==> src/hdl/cxt_consts.svh <==
// Constants for the exchange/test/xor/system-command execution block.
// Assumes inclusion by bare name from design files only.
`ifndef CXT_CONSTS_SVH
`define CXT_CONSTS_SVH
`define CXT_FLAG_C      0
`define CXT_FLAG_Z      1
`define CXT_FLAG_V      2
`define CXT_FLAG_N      3
`define CXT_MSB         7
`define CXT_BYTE_ZERO   8'h00
`define CXT_SR_RST      8'h00
`define CXT_IDX_RST     8'h00
`define CXT_PC_RST      20'h00000
`define CXT_PC_STEP     20'h00001
`define CXT_CODE_RST    8'h00
`define CXT_ADDR_RST    16'h0000
`define CXT_DIRECT_PAGE 8'h00
`define CXT_OFS_PAD     11'h000
`endif

==> src/hdl/cxt_pkg.sv <==
// Types shared by the execution block and its index address unit.
// Assumes nothing beyond a SystemVerilog compiler.
package cxt_pkg;
  typedef enum logic [2:0] {OP_NOP, OP_SWAP, OP_SYS, OP_TM, OP_XOR} cxt_op_t;
  typedef enum logic [1:0] {SRC_DIR, SRC_IMM, SRC_GPR, SRC_IDM} cxt_src_t;
  typedef enum logic [1:0] {IDM_POST_ADD, IDM_PRE_SUB, IDM_ADD_KEEP, IDM_SUB_KEEP} cxt_idm_t;
  typedef enum logic [2:0] {SPR_IDH, SPR_INDEX_LOW_BYTE_FIRST, SPR_IDL1, SPR_SR0, SPR_SR1} cxt_spr_t;
  typedef enum logic {ST_IDLE, ST_MEM} cxt_state_t;
endpackage

==> src/hdl/cxt_agu_if.sv <==
// Carrier between the execution core and its index address unit.
// Assumes both ends sit in the same clock domain.
`timescale 1ns/1ps
interface cxt_agu_if;
  logic [15:0]       base;
  cxt_pkg::cxt_idm_t mode;
  logic [4:0]        offset;
  logic [15:0]       addr;
  logic [7:0]        low_wb;
  logic              wb_en;
  modport agu  (input base, input mode, input offset, output addr, output low_wb, output wb_en);
  modport core (output base, output mode, output offset, input addr, input low_wb, input wb_en);
endinterface

==> src/hdl/cxt_exec.sv <==
// Execution unit for exchange, system command, test-under-mask and xor.
// Assumes a decoder presenting one instruction at a time and a data
// memory that answers a read within the cycle its strobe is high.
// Notes on behaviour
// - Exchange swaps general and special, flags kept
// - Exchange with status specials is invalid
// - Index pair is high byte over low
// - System command drives code bus, strobe low
// - System command only advances program counter
// - Test ANDs register with immediate for flags
// - Test writes nothing back
// - Zero and negative follow the 8-bit result
// - Xor stores result; four second-operand kinds
// - Four index-indirect forms, 5-bit offset
// - Suffixed forms keep index pair unchanged
`timescale 1ns/1ps
`include "cxt_consts.svh"
module cxt_exec (
  input  wire logic              clk_sys_i,
  input  wire logic              sys_rst_i,
  input  wire logic              instr_valid_i,
  output logic                   instr_ready_o,
  input  wire cxt_pkg::cxt_op_t  op_i,
  input  wire cxt_pkg::cxt_src_t src_i,
  input  wire cxt_pkg::cxt_idm_t idm_i,
  input  wire cxt_pkg::cxt_spr_t spr_sel_i,
  input  wire logic [1:0]        gpr_sel_i,
  input  wire logic [1:0]        gpr_src_i,
  input  wire logic              idx_sel_i,
  input  wire logic [4:0]        offset_i,
  input  wire logic [7:0]        imm_i,
  input  wire logic              eid_i,
  output logic [15:0]            dm_addr_o,
  output logic                   dm_rd_o,
  input  wire logic [7:0]        dm_rdata_i,
  output logic [7:0]             system_code_bus_o,
  output logic                   system_command_strobe_n_o,
  output logic [19:0]            program_counter_o,
  output logic [7:0]             status_o,
  output logic [15:0]            index_pair_first_o,
  output logic [15:0]            index_pair_second_o,
  output logic [31:0]            gpr_flat_o,
  output logic                   done_o,
  output logic                   invalid_o
);
  cxt_pkg::cxt_state_t state_reg, state_next;
  logic [7:0]  gpr_reg [4];
  logic [7:0]  gpr_next [4];
  logic [7:0]  idh_reg, idh_next, index_low_byte_first_reg, index_low_byte_first_next, idl1_reg, idl1_next;
  logic [7:0]  sr0_reg, sr0_next, sr1_reg, sr1_next;
  logic [19:0] pc_reg, pc_next;
  logic [7:0]  code_reg, code_next;
  logic        stb_n_reg, stb_n_next, rd_reg, rd_next, done_reg, done_next;
  logic        inv_reg, inv_next;
  logic [15:0] addr_reg, addr_next;
  logic [1:0]  pend_reg, pend_next;
  logic [7:0]  spr_val, res;
  logic        acc, bad_spr;
  cxt_agu_if   agu_bus ();

  cxt_agu u_agu (.a(agu_bus));

  function automatic logic [7:0] set_zn(input logic [7:0] sr, input logic [7:0] r);
    logic [7:0] s;
    s = sr;
    s[`CXT_FLAG_Z] = (r == `CXT_BYTE_ZERO);
    s[`CXT_FLAG_N] = r[`CXT_MSB];
    return s;
  endfunction

  assign acc           = instr_valid_i && instr_ready_o;
  assign instr_ready_o = (state_reg == cxt_pkg::ST_IDLE);
  assign bad_spr       = (spr_sel_i == cxt_pkg::SPR_SR0) || (spr_sel_i == cxt_pkg::SPR_SR1);
  assign agu_bus.base  = idx_sel_i ? {idh_reg, idl1_reg} : {idh_reg, index_low_byte_first_reg};
  assign agu_bus.mode  = idm_i;
  assign agu_bus.offset = offset_i;

  always_comb begin
    case (spr_sel_i)
      cxt_pkg::SPR_IDH:  spr_val = idh_reg;
      cxt_pkg::SPR_INDEX_LOW_BYTE_FIRST: spr_val = index_low_byte_first_reg;
      cxt_pkg::SPR_IDL1: spr_val = idl1_reg;
      default:           spr_val = `CXT_BYTE_ZERO;
    endcase
  end

  always_comb begin
    state_next = state_reg;
    gpr_next   = gpr_reg;
    idh_next   = idh_reg;
    index_low_byte_first_next  = index_low_byte_first_reg;
    idl1_next  = idl1_reg;
    sr0_next   = sr0_reg;
    sr1_next   = sr1_reg;
    pc_next    = pc_reg;
    code_next  = code_reg;
    addr_next  = addr_reg;
    pend_next  = pend_reg;
    stb_n_next = 1'b1;
    rd_next    = 1'b0;
    done_next  = 1'b0;
    inv_next   = 1'b0;
    res        = `CXT_BYTE_ZERO;
    case (state_reg)
      cxt_pkg::ST_IDLE: begin
        if (instr_valid_i) begin
          case (op_i)
            cxt_pkg::OP_SWAP: begin
              if (bad_spr) begin
                inv_next = 1'b1;
              end else begin
                gpr_next[gpr_sel_i] = spr_val;
                case (spr_sel_i)
                  cxt_pkg::SPR_IDH:  idh_next  = gpr_reg[gpr_sel_i];
                  cxt_pkg::SPR_INDEX_LOW_BYTE_FIRST: index_low_byte_first_next = gpr_reg[gpr_sel_i];
                  default:           idl1_next = gpr_reg[gpr_sel_i];
                endcase
                pc_next   = pc_reg + `CXT_PC_STEP;
                done_next = 1'b1;
              end
            end
            cxt_pkg::OP_SYS: begin
              code_next  = imm_i;
              stb_n_next = 1'b0;
              pc_next    = pc_reg + `CXT_PC_STEP;
              done_next  = 1'b1;
            end
            cxt_pkg::OP_TM: begin
              res       = gpr_reg[gpr_sel_i] & imm_i;
              sr0_next  = set_zn(sr0_reg, res);
              pc_next   = pc_reg + `CXT_PC_STEP;
              done_next = 1'b1;
            end
            cxt_pkg::OP_XOR: begin
              pend_next = gpr_sel_i;
              if (src_i == cxt_pkg::SRC_IMM || src_i == cxt_pkg::SRC_GPR) begin
                res = gpr_reg[gpr_sel_i] ^
                      ((src_i == cxt_pkg::SRC_IMM) ? imm_i : gpr_reg[gpr_src_i]);
                gpr_next[gpr_sel_i] = res;
                sr0_next  = set_zn(sr0_reg, res);
                pc_next   = pc_reg + `CXT_PC_STEP;
                done_next = 1'b1;
              end else if (src_i == cxt_pkg::SRC_DIR) begin
                addr_next  = {(eid_i ? idh_reg : `CXT_DIRECT_PAGE), imm_i};
                rd_next    = 1'b1;
                state_next = cxt_pkg::ST_MEM;
              end else begin
                addr_next  = agu_bus.addr;
                rd_next    = 1'b1;
                state_next = cxt_pkg::ST_MEM;
                if (agu_bus.wb_en && idx_sel_i) begin
                  idl1_next = agu_bus.low_wb;
                end else if (agu_bus.wb_en) begin
                  index_low_byte_first_next = agu_bus.low_wb;
                end
              end
            end
            default: begin
              pc_next   = pc_reg + `CXT_PC_STEP;
              done_next = 1'b1;
            end
          endcase
        end
      end
      default: begin
        res = gpr_reg[pend_reg] ^ dm_rdata_i;
        gpr_next[pend_reg] = res;
        sr0_next   = set_zn(sr0_reg, res);
        pc_next    = pc_reg + `CXT_PC_STEP;
        done_next  = 1'b1;
        state_next = cxt_pkg::ST_IDLE;
      end
    endcase
  end

  always_ff @(posedge clk_sys_i or posedge sys_rst_i) begin
    if (sys_rst_i) begin
      state_reg <= cxt_pkg::ST_IDLE;
      for (int i = 0; i < 4; i++) begin
        gpr_reg[i] <= `CXT_BYTE_ZERO;
      end
      idh_reg   <= `CXT_IDX_RST;
      index_low_byte_first_reg  <= `CXT_IDX_RST;
      idl1_reg  <= `CXT_IDX_RST;
      sr0_reg   <= `CXT_SR_RST;
      sr1_reg   <= `CXT_SR_RST;
      pc_reg    <= `CXT_PC_RST;
      code_reg  <= `CXT_CODE_RST;
      addr_reg  <= `CXT_ADDR_RST;
      pend_reg  <= 2'h0;
      stb_n_reg <= 1'b1;
      rd_reg    <= 1'b0;
      done_reg  <= 1'b0;
      inv_reg   <= 1'b0;
    end else begin
      state_reg <= state_next;
      gpr_reg   <= gpr_next;
      idh_reg   <= idh_next;
      index_low_byte_first_reg  <= index_low_byte_first_next;
      idl1_reg  <= idl1_next;
      sr0_reg   <= sr0_next;
      sr1_reg   <= sr1_next;
      pc_reg    <= pc_next;
      code_reg  <= code_next;
      addr_reg  <= addr_next;
      pend_reg  <= pend_next;
      stb_n_reg <= stb_n_next;
      rd_reg    <= rd_next;
      done_reg  <= done_next;
      inv_reg   <= inv_next;
    end
  end

  for (genvar g = 0; g < 4; g++) begin : g_flat
    assign gpr_flat_o[g*8 +: 8] = gpr_reg[g];
  end

  assign dm_addr_o                 = addr_reg;
  assign dm_rd_o                   = rd_reg;
  assign system_code_bus_o         = code_reg;
  assign system_command_strobe_n_o = stb_n_reg;
  assign program_counter_o         = pc_reg;
  assign status_o                  = sr0_reg;
  assign index_pair_first_o        = {idh_reg, index_low_byte_first_reg};
  assign index_pair_second_o       = {idh_reg, idl1_reg};
  assign done_o                    = done_reg;
  assign invalid_o                 = inv_reg;
endmodule

==> src/hdl/cxt_agu.sv <==
// Index-indirect address unit: access address and index write-back.
// Assumes base is the selected index pair, high byte on top.
`timescale 1ns/1ps
`include "cxt_consts.svh"
module cxt_agu (
  cxt_agu_if.agu a
);
  logic [15:0] plus;
  logic [15:0] minus;
  always_comb begin
    plus     = a.base + {`CXT_OFS_PAD, a.offset};
    minus    = a.base - {`CXT_OFS_PAD, a.offset};
    a.addr   = a.base;
    a.low_wb = plus[7:0];
    a.wb_en  = 1'b1;
    case (a.mode)
      cxt_pkg::IDM_POST_ADD: begin
        a.addr   = a.base;
        a.low_wb = plus[7:0];
        a.wb_en  = 1'b1;
      end
      cxt_pkg::IDM_PRE_SUB: begin
        a.addr   = minus;
        a.low_wb = minus[7:0];
        a.wb_en  = 1'b1;
      end
      cxt_pkg::IDM_ADD_KEEP: begin
        a.addr   = plus;
        a.wb_en  = 1'b0;
      end
      default: begin
        a.addr   = minus;
        a.wb_en  = 1'b0;
      end
    endcase
  end
endmodule

==> config.mk <==
export PLATFORM = sky130hd
export DESIGN_NAME = cxt_exec
export DESIGN_NICKNAME = d
export VERILOG_FILES = /design/src/hdl/cxt_pkg.sv /design/src/hdl/cxt_agu_if.sv /design/src/hdl/cxt_exec.sv /design/src/hdl/cxt_agu.sv
export VERILOG_INCLUDE_DIRS = /design/src /design/src/hdl
export SDC_FILE = /design/constraint.sdc
export NUM_CORES = 1
export LEC_CHECK = 0
export ABC_CLOCK_PERIOD_IN_PS = 3400
export BUFFER_PORTS_ARGS = -buffer_cell sky130_fd_sc_hd__buf_2
export CORE_UTILIZATION = 44
export DETAILED_ROUTE_END_ITERATION = 10
export MAX_ROUTING_LAYER = met4
export PLACE_DENSITY = 0.7
export SYNTH_ARGS = -nofsm -noshare
export SYNTH_HDL_FRONTEND = slang
export SYNTH_SLANG_ARGS = --single-unit
==> constraint.sdc <==
create_clock -name clk_sys_i -period 3.4 [get_ports clk_sys_i]
set_clock_uncertainty 0.15 [all_clocks]
set_input_delay 0.68 -clock clk_sys_i [delete_from_list [all_inputs] [get_ports clk_sys_i]]
set_output_delay 0.68 -clock clk_sys_i [all_outputs]
set_load 0.02 [all_outputs]
After elaboration in Yosys (flattened, before gate mapping)
Cells that the tools add are included.
W data, S select, Z words.

word-level totals
  register bits = 108
  bits in latches = 0
  memory bits (writable) = 0
  bits in read-only memories = 0
  output and inout port bits = 121
  word-level logic and storage cells = 148
  memories = 0

operators by class
  $add $sub $neg = 3
  $mul = 0
  divide/modulo/power cells = 0
  magnitude comparators = 5
  equality and inequality tests = 22
  shifts and indexed selects = 0
  muxes and demuxes = 67
  bitwise operators = 9
  reductions and logical operators = 26

operators by type and width
  cell                     count
  $mux W8                  23
  $mux W32                 4
  $bwmux W32               3
  $mux W20                 4
  $pmux W32 S2             1
  $bmux W8 S2              3
  $pmux W20 S2             1
  $demux W8 S2             2
  $pmux W16 S2             1
  $pmux W8 S2              2
  $logic_not A8 Y1         3
  $pmux W8 S3              1
  $add A20 B1 Y20 const B  1
  $add A16 B5 Y16          1
  $mux W1                  16
  $mux W16                 1
  $sub A16 B5 Y16          1
  $xor A8 B8 Y8            2
  $ne A2 B2 Y1 const B     7
  $eq A3 B2 Y1 const B     4
  $mux W4                  3
  $reduce_and A3 Y1        4
  $ge A3 B3 Y1 const B     3
  $not A2 Y3               3
  22 further kinds         38

Logic depth before layout (Yosys ltp)
  depth in word-level cells = 11
  depth in mapped cells = 14
  depth with buffers taken out = 12

Modules after synthesis
A second synthesis with hierarchy kept.

second synthesis, totals
  cell total of the unflattened synthesis = 737
  area total of the unflattened synthesis = 7402.1 sq um

by module, submodules not included
  module    instances  cells each  area an instance (sq um)  seq. area each (sq um)
  cxt_exec  1          578         6312.3                    2703.8
  cxt_agu   1          159         1089.8                    0.0

Worst setup path after synthesis
Ideal clock, no wire load.

  kind = input to register
  start = in idx_sel_i
  end = reg addr_reg[12], in the netlist dm_addr_o[12]
  library setup time = 127 ps
  data arrival time = 3466 ps
  data required time = 3123 ps
  setup slack = -343 ps
  stages = 12
  cells stage by stage = buf_2 buf_1 mux2_2 ha_1 clkbuf_1 nor2b_1 o21a_1 o21ai_0 or3b_1 o22ai_1 mux2i_1 nand3_1

between the ends
  word-level cells in the longest chain between the ends = 4

RTL lines
  element                                             line                          text
  start: declaration                                  cxt_exec.sv:29                input wire logic idx_sel_i,
  $mux W8 *                                           cxt_exec.sv:74                assign agu_bus.base = idx_sel_i ? {idh_reg, idl1_reg} : {idh_reg, index_low_byte_first_reg};
  $sub A16 B5 Y16 or $add A16 B5 Y16 (tied branches)  cxt_agu.sv:12, cxt_agu.sv:11
  $pmux W16 S2 *                                      cxt_agu.sv:16                 case (a.mode)
  $mux W16 *                                          cxt_exec.sv:143               end else if (src_i == cxt_pkg::SRC_DIR) begin
  end signal: assignment                              cxt_exec.sv:189               addr_reg <= `CXT_ADDR_RST;
  end signal: assignment                              cxt_exec.sv:205               addr_reg <= addr_next;
  end: declaration                                    cxt_exec.sv:55                logic [15:0] addr_reg, addr_next;

Mark *: on every way between the ends. The rest lies on a longest branch, timed or not.
A chain may end at the register's enable or synchronous reset.

Final worst setup path
Same ends and word-level chain as after synthesis.

==> metrics.md <==
| Metric | Value |
|---|---|
| Total CTS buffers | 9 |
| Io pins | 161 |
| DRT Wirelength | 21.45 mm |
| Post-DP HPWL | 16.12 mm |
| Most common cell in the netlist | dfrtp_1 |
| PortBufs | 154 |
| Final ANT Viol Nets | 0 |
| Worst slew pin tran | 0.9221 ns |
| Setup TNS | 0 ns |
| Syn avg cell area | 9.729 µm² |
| Die ar. | 16,850 µm² |
| Final period util | 85.98% |
| RSZ-0062 raised after global routing | no |
| VDD IR-drop max | 0.0004561 V |
| Pin count of the biggest net entering global routing | 61 |
| Area growth from synthesis to layout | 18.29% |
| Logic pwr share | 47.8% |
| Post-Syn Area | 7189 µm² |
| Crit path kind | input port to flip-flop |
| Flops & latches, synth | 108 |
| Sw Share | 43.48% |
| Arrival @ worst endpoint | 3.02 ns |
| CP startpoint | idx_sel_i |
| Seq pwr share | 33.9% |
| Final Max Slew Viols | 0 |
| Relative slew slack | 38.43% |
| Reg-to-reg startpoint | idl1_reg[0] |
| Hold-fix buffers at CTS | 0 |
| Hold Crit Start | program_counter_o[19] |
| Worst setup EP type | flip-flop |
| Synth unique cells | 66 |
| Clk pwr share | 18.3% |
| Most used flip-flop cell after synthesis | dfrtp_1 |
| Final hold viol count | 0 |
| Switching pwr | 2889 µW |
| # DRC | 0 |
| Area fraction of the dominant cell type after synthesis | 37.24% |
| TritonCTS clock tree | done |
| Initial antenna violation count | 0 |
| Die Wd | 129.8 µm |
| Worst-Skew Late Latency | 0.36 ns |
| Clock-pin slew on the worst setup and hold paths | 0.07 ns |
| # fillers | 1,502 |
| Iteration-0 DRC Markers | 555 |
| Final GP Congestion | 0.9310 |
| Die height | 129.8 µm |
| Critical Path Start Type | input port |
| Most frequent cells after synthesis | 107 x dfrtp_1, 90 x nor2_1, 46 x nand2_1, 41 x mux2_2, 37 x a21oi_1 |
| GRT Overall Usage | 26.86% |
| Vias in the first global route | 5,984 |
| Max_cap viols | 0 |
| Total gr overflow | 0 |
| Post-synth EDFFs | 0 |
| Vias per inst | 5.834 |
| Leading area contributor after synthesis | dfrtp_1 |
| Max Fanout on Critical Path | 6 |
| Register area share after synthesis | 37.61% |
| WP data required | 3.50 ns |
| Synth area leaders | dfrtp_1 37%, mux2_2 6.4%, mux4_2 6.0% |
| Post-synth ARST share | 100.0% |
| Mapped Cells | 739 |
| Pint | 3756 µW |
| Final Setup Violations | 0 |
| Pre-Repair DR Iteration Count | 5 |
| H-tree depth | 3 |
| P per Cell Area | 781.3 nW/µm² |
| Vias | 6,412 |
| Routed length per placed instance | 19.52 µm |
| Outcome | completed |
| Sink Count | 108 |
| Leakage power | 0.003992 µW |
| Cts repair resizes | 0 |
| Max FFs per register | 32 |
| Ant diodes | 0 |
| Fin nets | 933 |
| Worst min-delay path category | flip-flop to flip-flop |
| Clock root buffer | clkbuf_16 |
| Initial Util | 45.09% |
| Min Clock Period, post-route | 2.923 ns |
| Synth Warn # | 0 |
| Clock Path Buffers | 2 |
| Setup repair bufs after CTS | 0 |
| Achievable Freq | 342.1 MHz |
| Layout cell share with drive strength beyond 1 | 30.69% |
| First-pass GRT wire length | 33.01 mm |
| Row cnt | 46 |
| Core Box Area | 15,940 µm² |
| Post-layout util | 53.34% |
==> critical path, cell delays in order <==
cell,delay [ns]
buf_2,0.19
mux2i_1,0.31
ha_1,0.24
fa_1,0.24
nor2b_1,0.06
o21a_1,0.18
o21ai_2,0.17
or3b_1,0.44
o22ai_1,0.21
mux2i_1,0.20
nand3_1,0.08
==> kinds of logic (layout without fill, tap and decap cells) <==
| kind of cell | after synthesis | in the layout | synth area share (%) |
|---|---|---|---|
| DFF | 108 | 108 | 37.61 |
| xor gates and xnor gates | 48 | 48 | 5.848 |
| and+or+nand+nor | 245 | 245 | 16.46 |
| AOI/OAI and AO/OA | 143 | 143 | 13.98 |
| adders and majority gates | 15 | 15 | 2.819 |
| buffers and inverters | 85 | 224 | 5.447 |
| muxes | 94 | 94 | 17.79 |
| other | 1 | 6 | 0.05216 |
==> cell usage in the layout (no fill, tap or decap), drive strengths merged, types with 3 or more instances in the layout <==
cell type / instances
or3b: 4
or4: 3
mux2i: 31
nand3: 25
a31oi: 7
buf: 178
xor2: 14
nor3b: 4
a21oi: 38
nor2: 92
o21ai: 24
mux4: 22
and3: 5
nor3: 22
conb: 6
a211oi: 6
o211ai: 3
clkbuf: 10
o31ai: 6
a22oi: 3
inv: 29
nand4: 9
nand2b: 6
ha: 13
a221o: 30
mux2: 41
nand3b: 5
nor2b: 10
bufinv: 3
xnor2: 34
nand2: 46
o22ai: 8
or2: 5
dfrtp: 107
==> path summary, 6_finish.rpt <==
path                                    endpoint  slack, ns  depth (start not counted)
max                                dm_addr_o[12]       0.48                         11
min                        program_counter_o[19]       0.32                          1
max reg2reg                        dm_addr_o[12]       0.63                         10
min reg2reg                program_counter_o[19]       0.32                          1
max in group asynchronous   system_code_bus_o[3]       2.13                          3
min in group asynchronous          gpr_flat_o[9]       0.36                          3
==> stage by stage <==
step / cell area, µm² / power [µW] / setup WS [ns] / cells / hold WS, ns
4_1_cts: 8504 / 6633 / 0.4802 / 1099 / 0.3260
3_3_place_gp: 8164 / 5375 / 0.1279 / 1083 / 0.3064
6_report: 8504 / 6644 / 0.4767 / 1099 / 0.3246
3_5_place_dp: 8164 / 5401 / 0.09583 / 1083 / 0.3097
2_1_floorplan: 7219 / 4355 / -0.02407 / 744 / 0.4277
5_1_grt: 8504 / 7035 / 0.2991 / 1099 / 0.3351
==> layout make-up <==
class                   instances  area (µm²)  area share (%)
inverters                      30       116.4           1.368
multi-input cells             551        4123           48.48
well taps                     216       270.3           3.178
clock inverters                 6       111.4           1.309
repair buffers                178       950.9           11.18
flip-flops and latches        108        2704           31.79
clock buffers                  10       229.0           2.692
==> layer usage <==
layer	wire length [µm]	up-vias	share of wire (%)	global-route usage (%)
met1	9205	3122	43	35.59
met5	0	-	0	-
met4	403	0	1.9	8.276
met3	1813	35	8.5	6.068
li1	-	2951	-	-
met2	10030	304	47	40.92
==> power by group through the flow <==
stage / Sequential [µW] / Clock, µW / Combinational (µW)
finish: 2250 / 1220 / 3170
global route: 2310 / 1280 / 3440
CTS: 2230 / 1230 / 3170
detailed placement: 2250 / 0 / 3150
global placement: 2250 / 0 / 3120
floorplan: 2560 / 0 / 1800
Power figures use the tool's default switching activity.
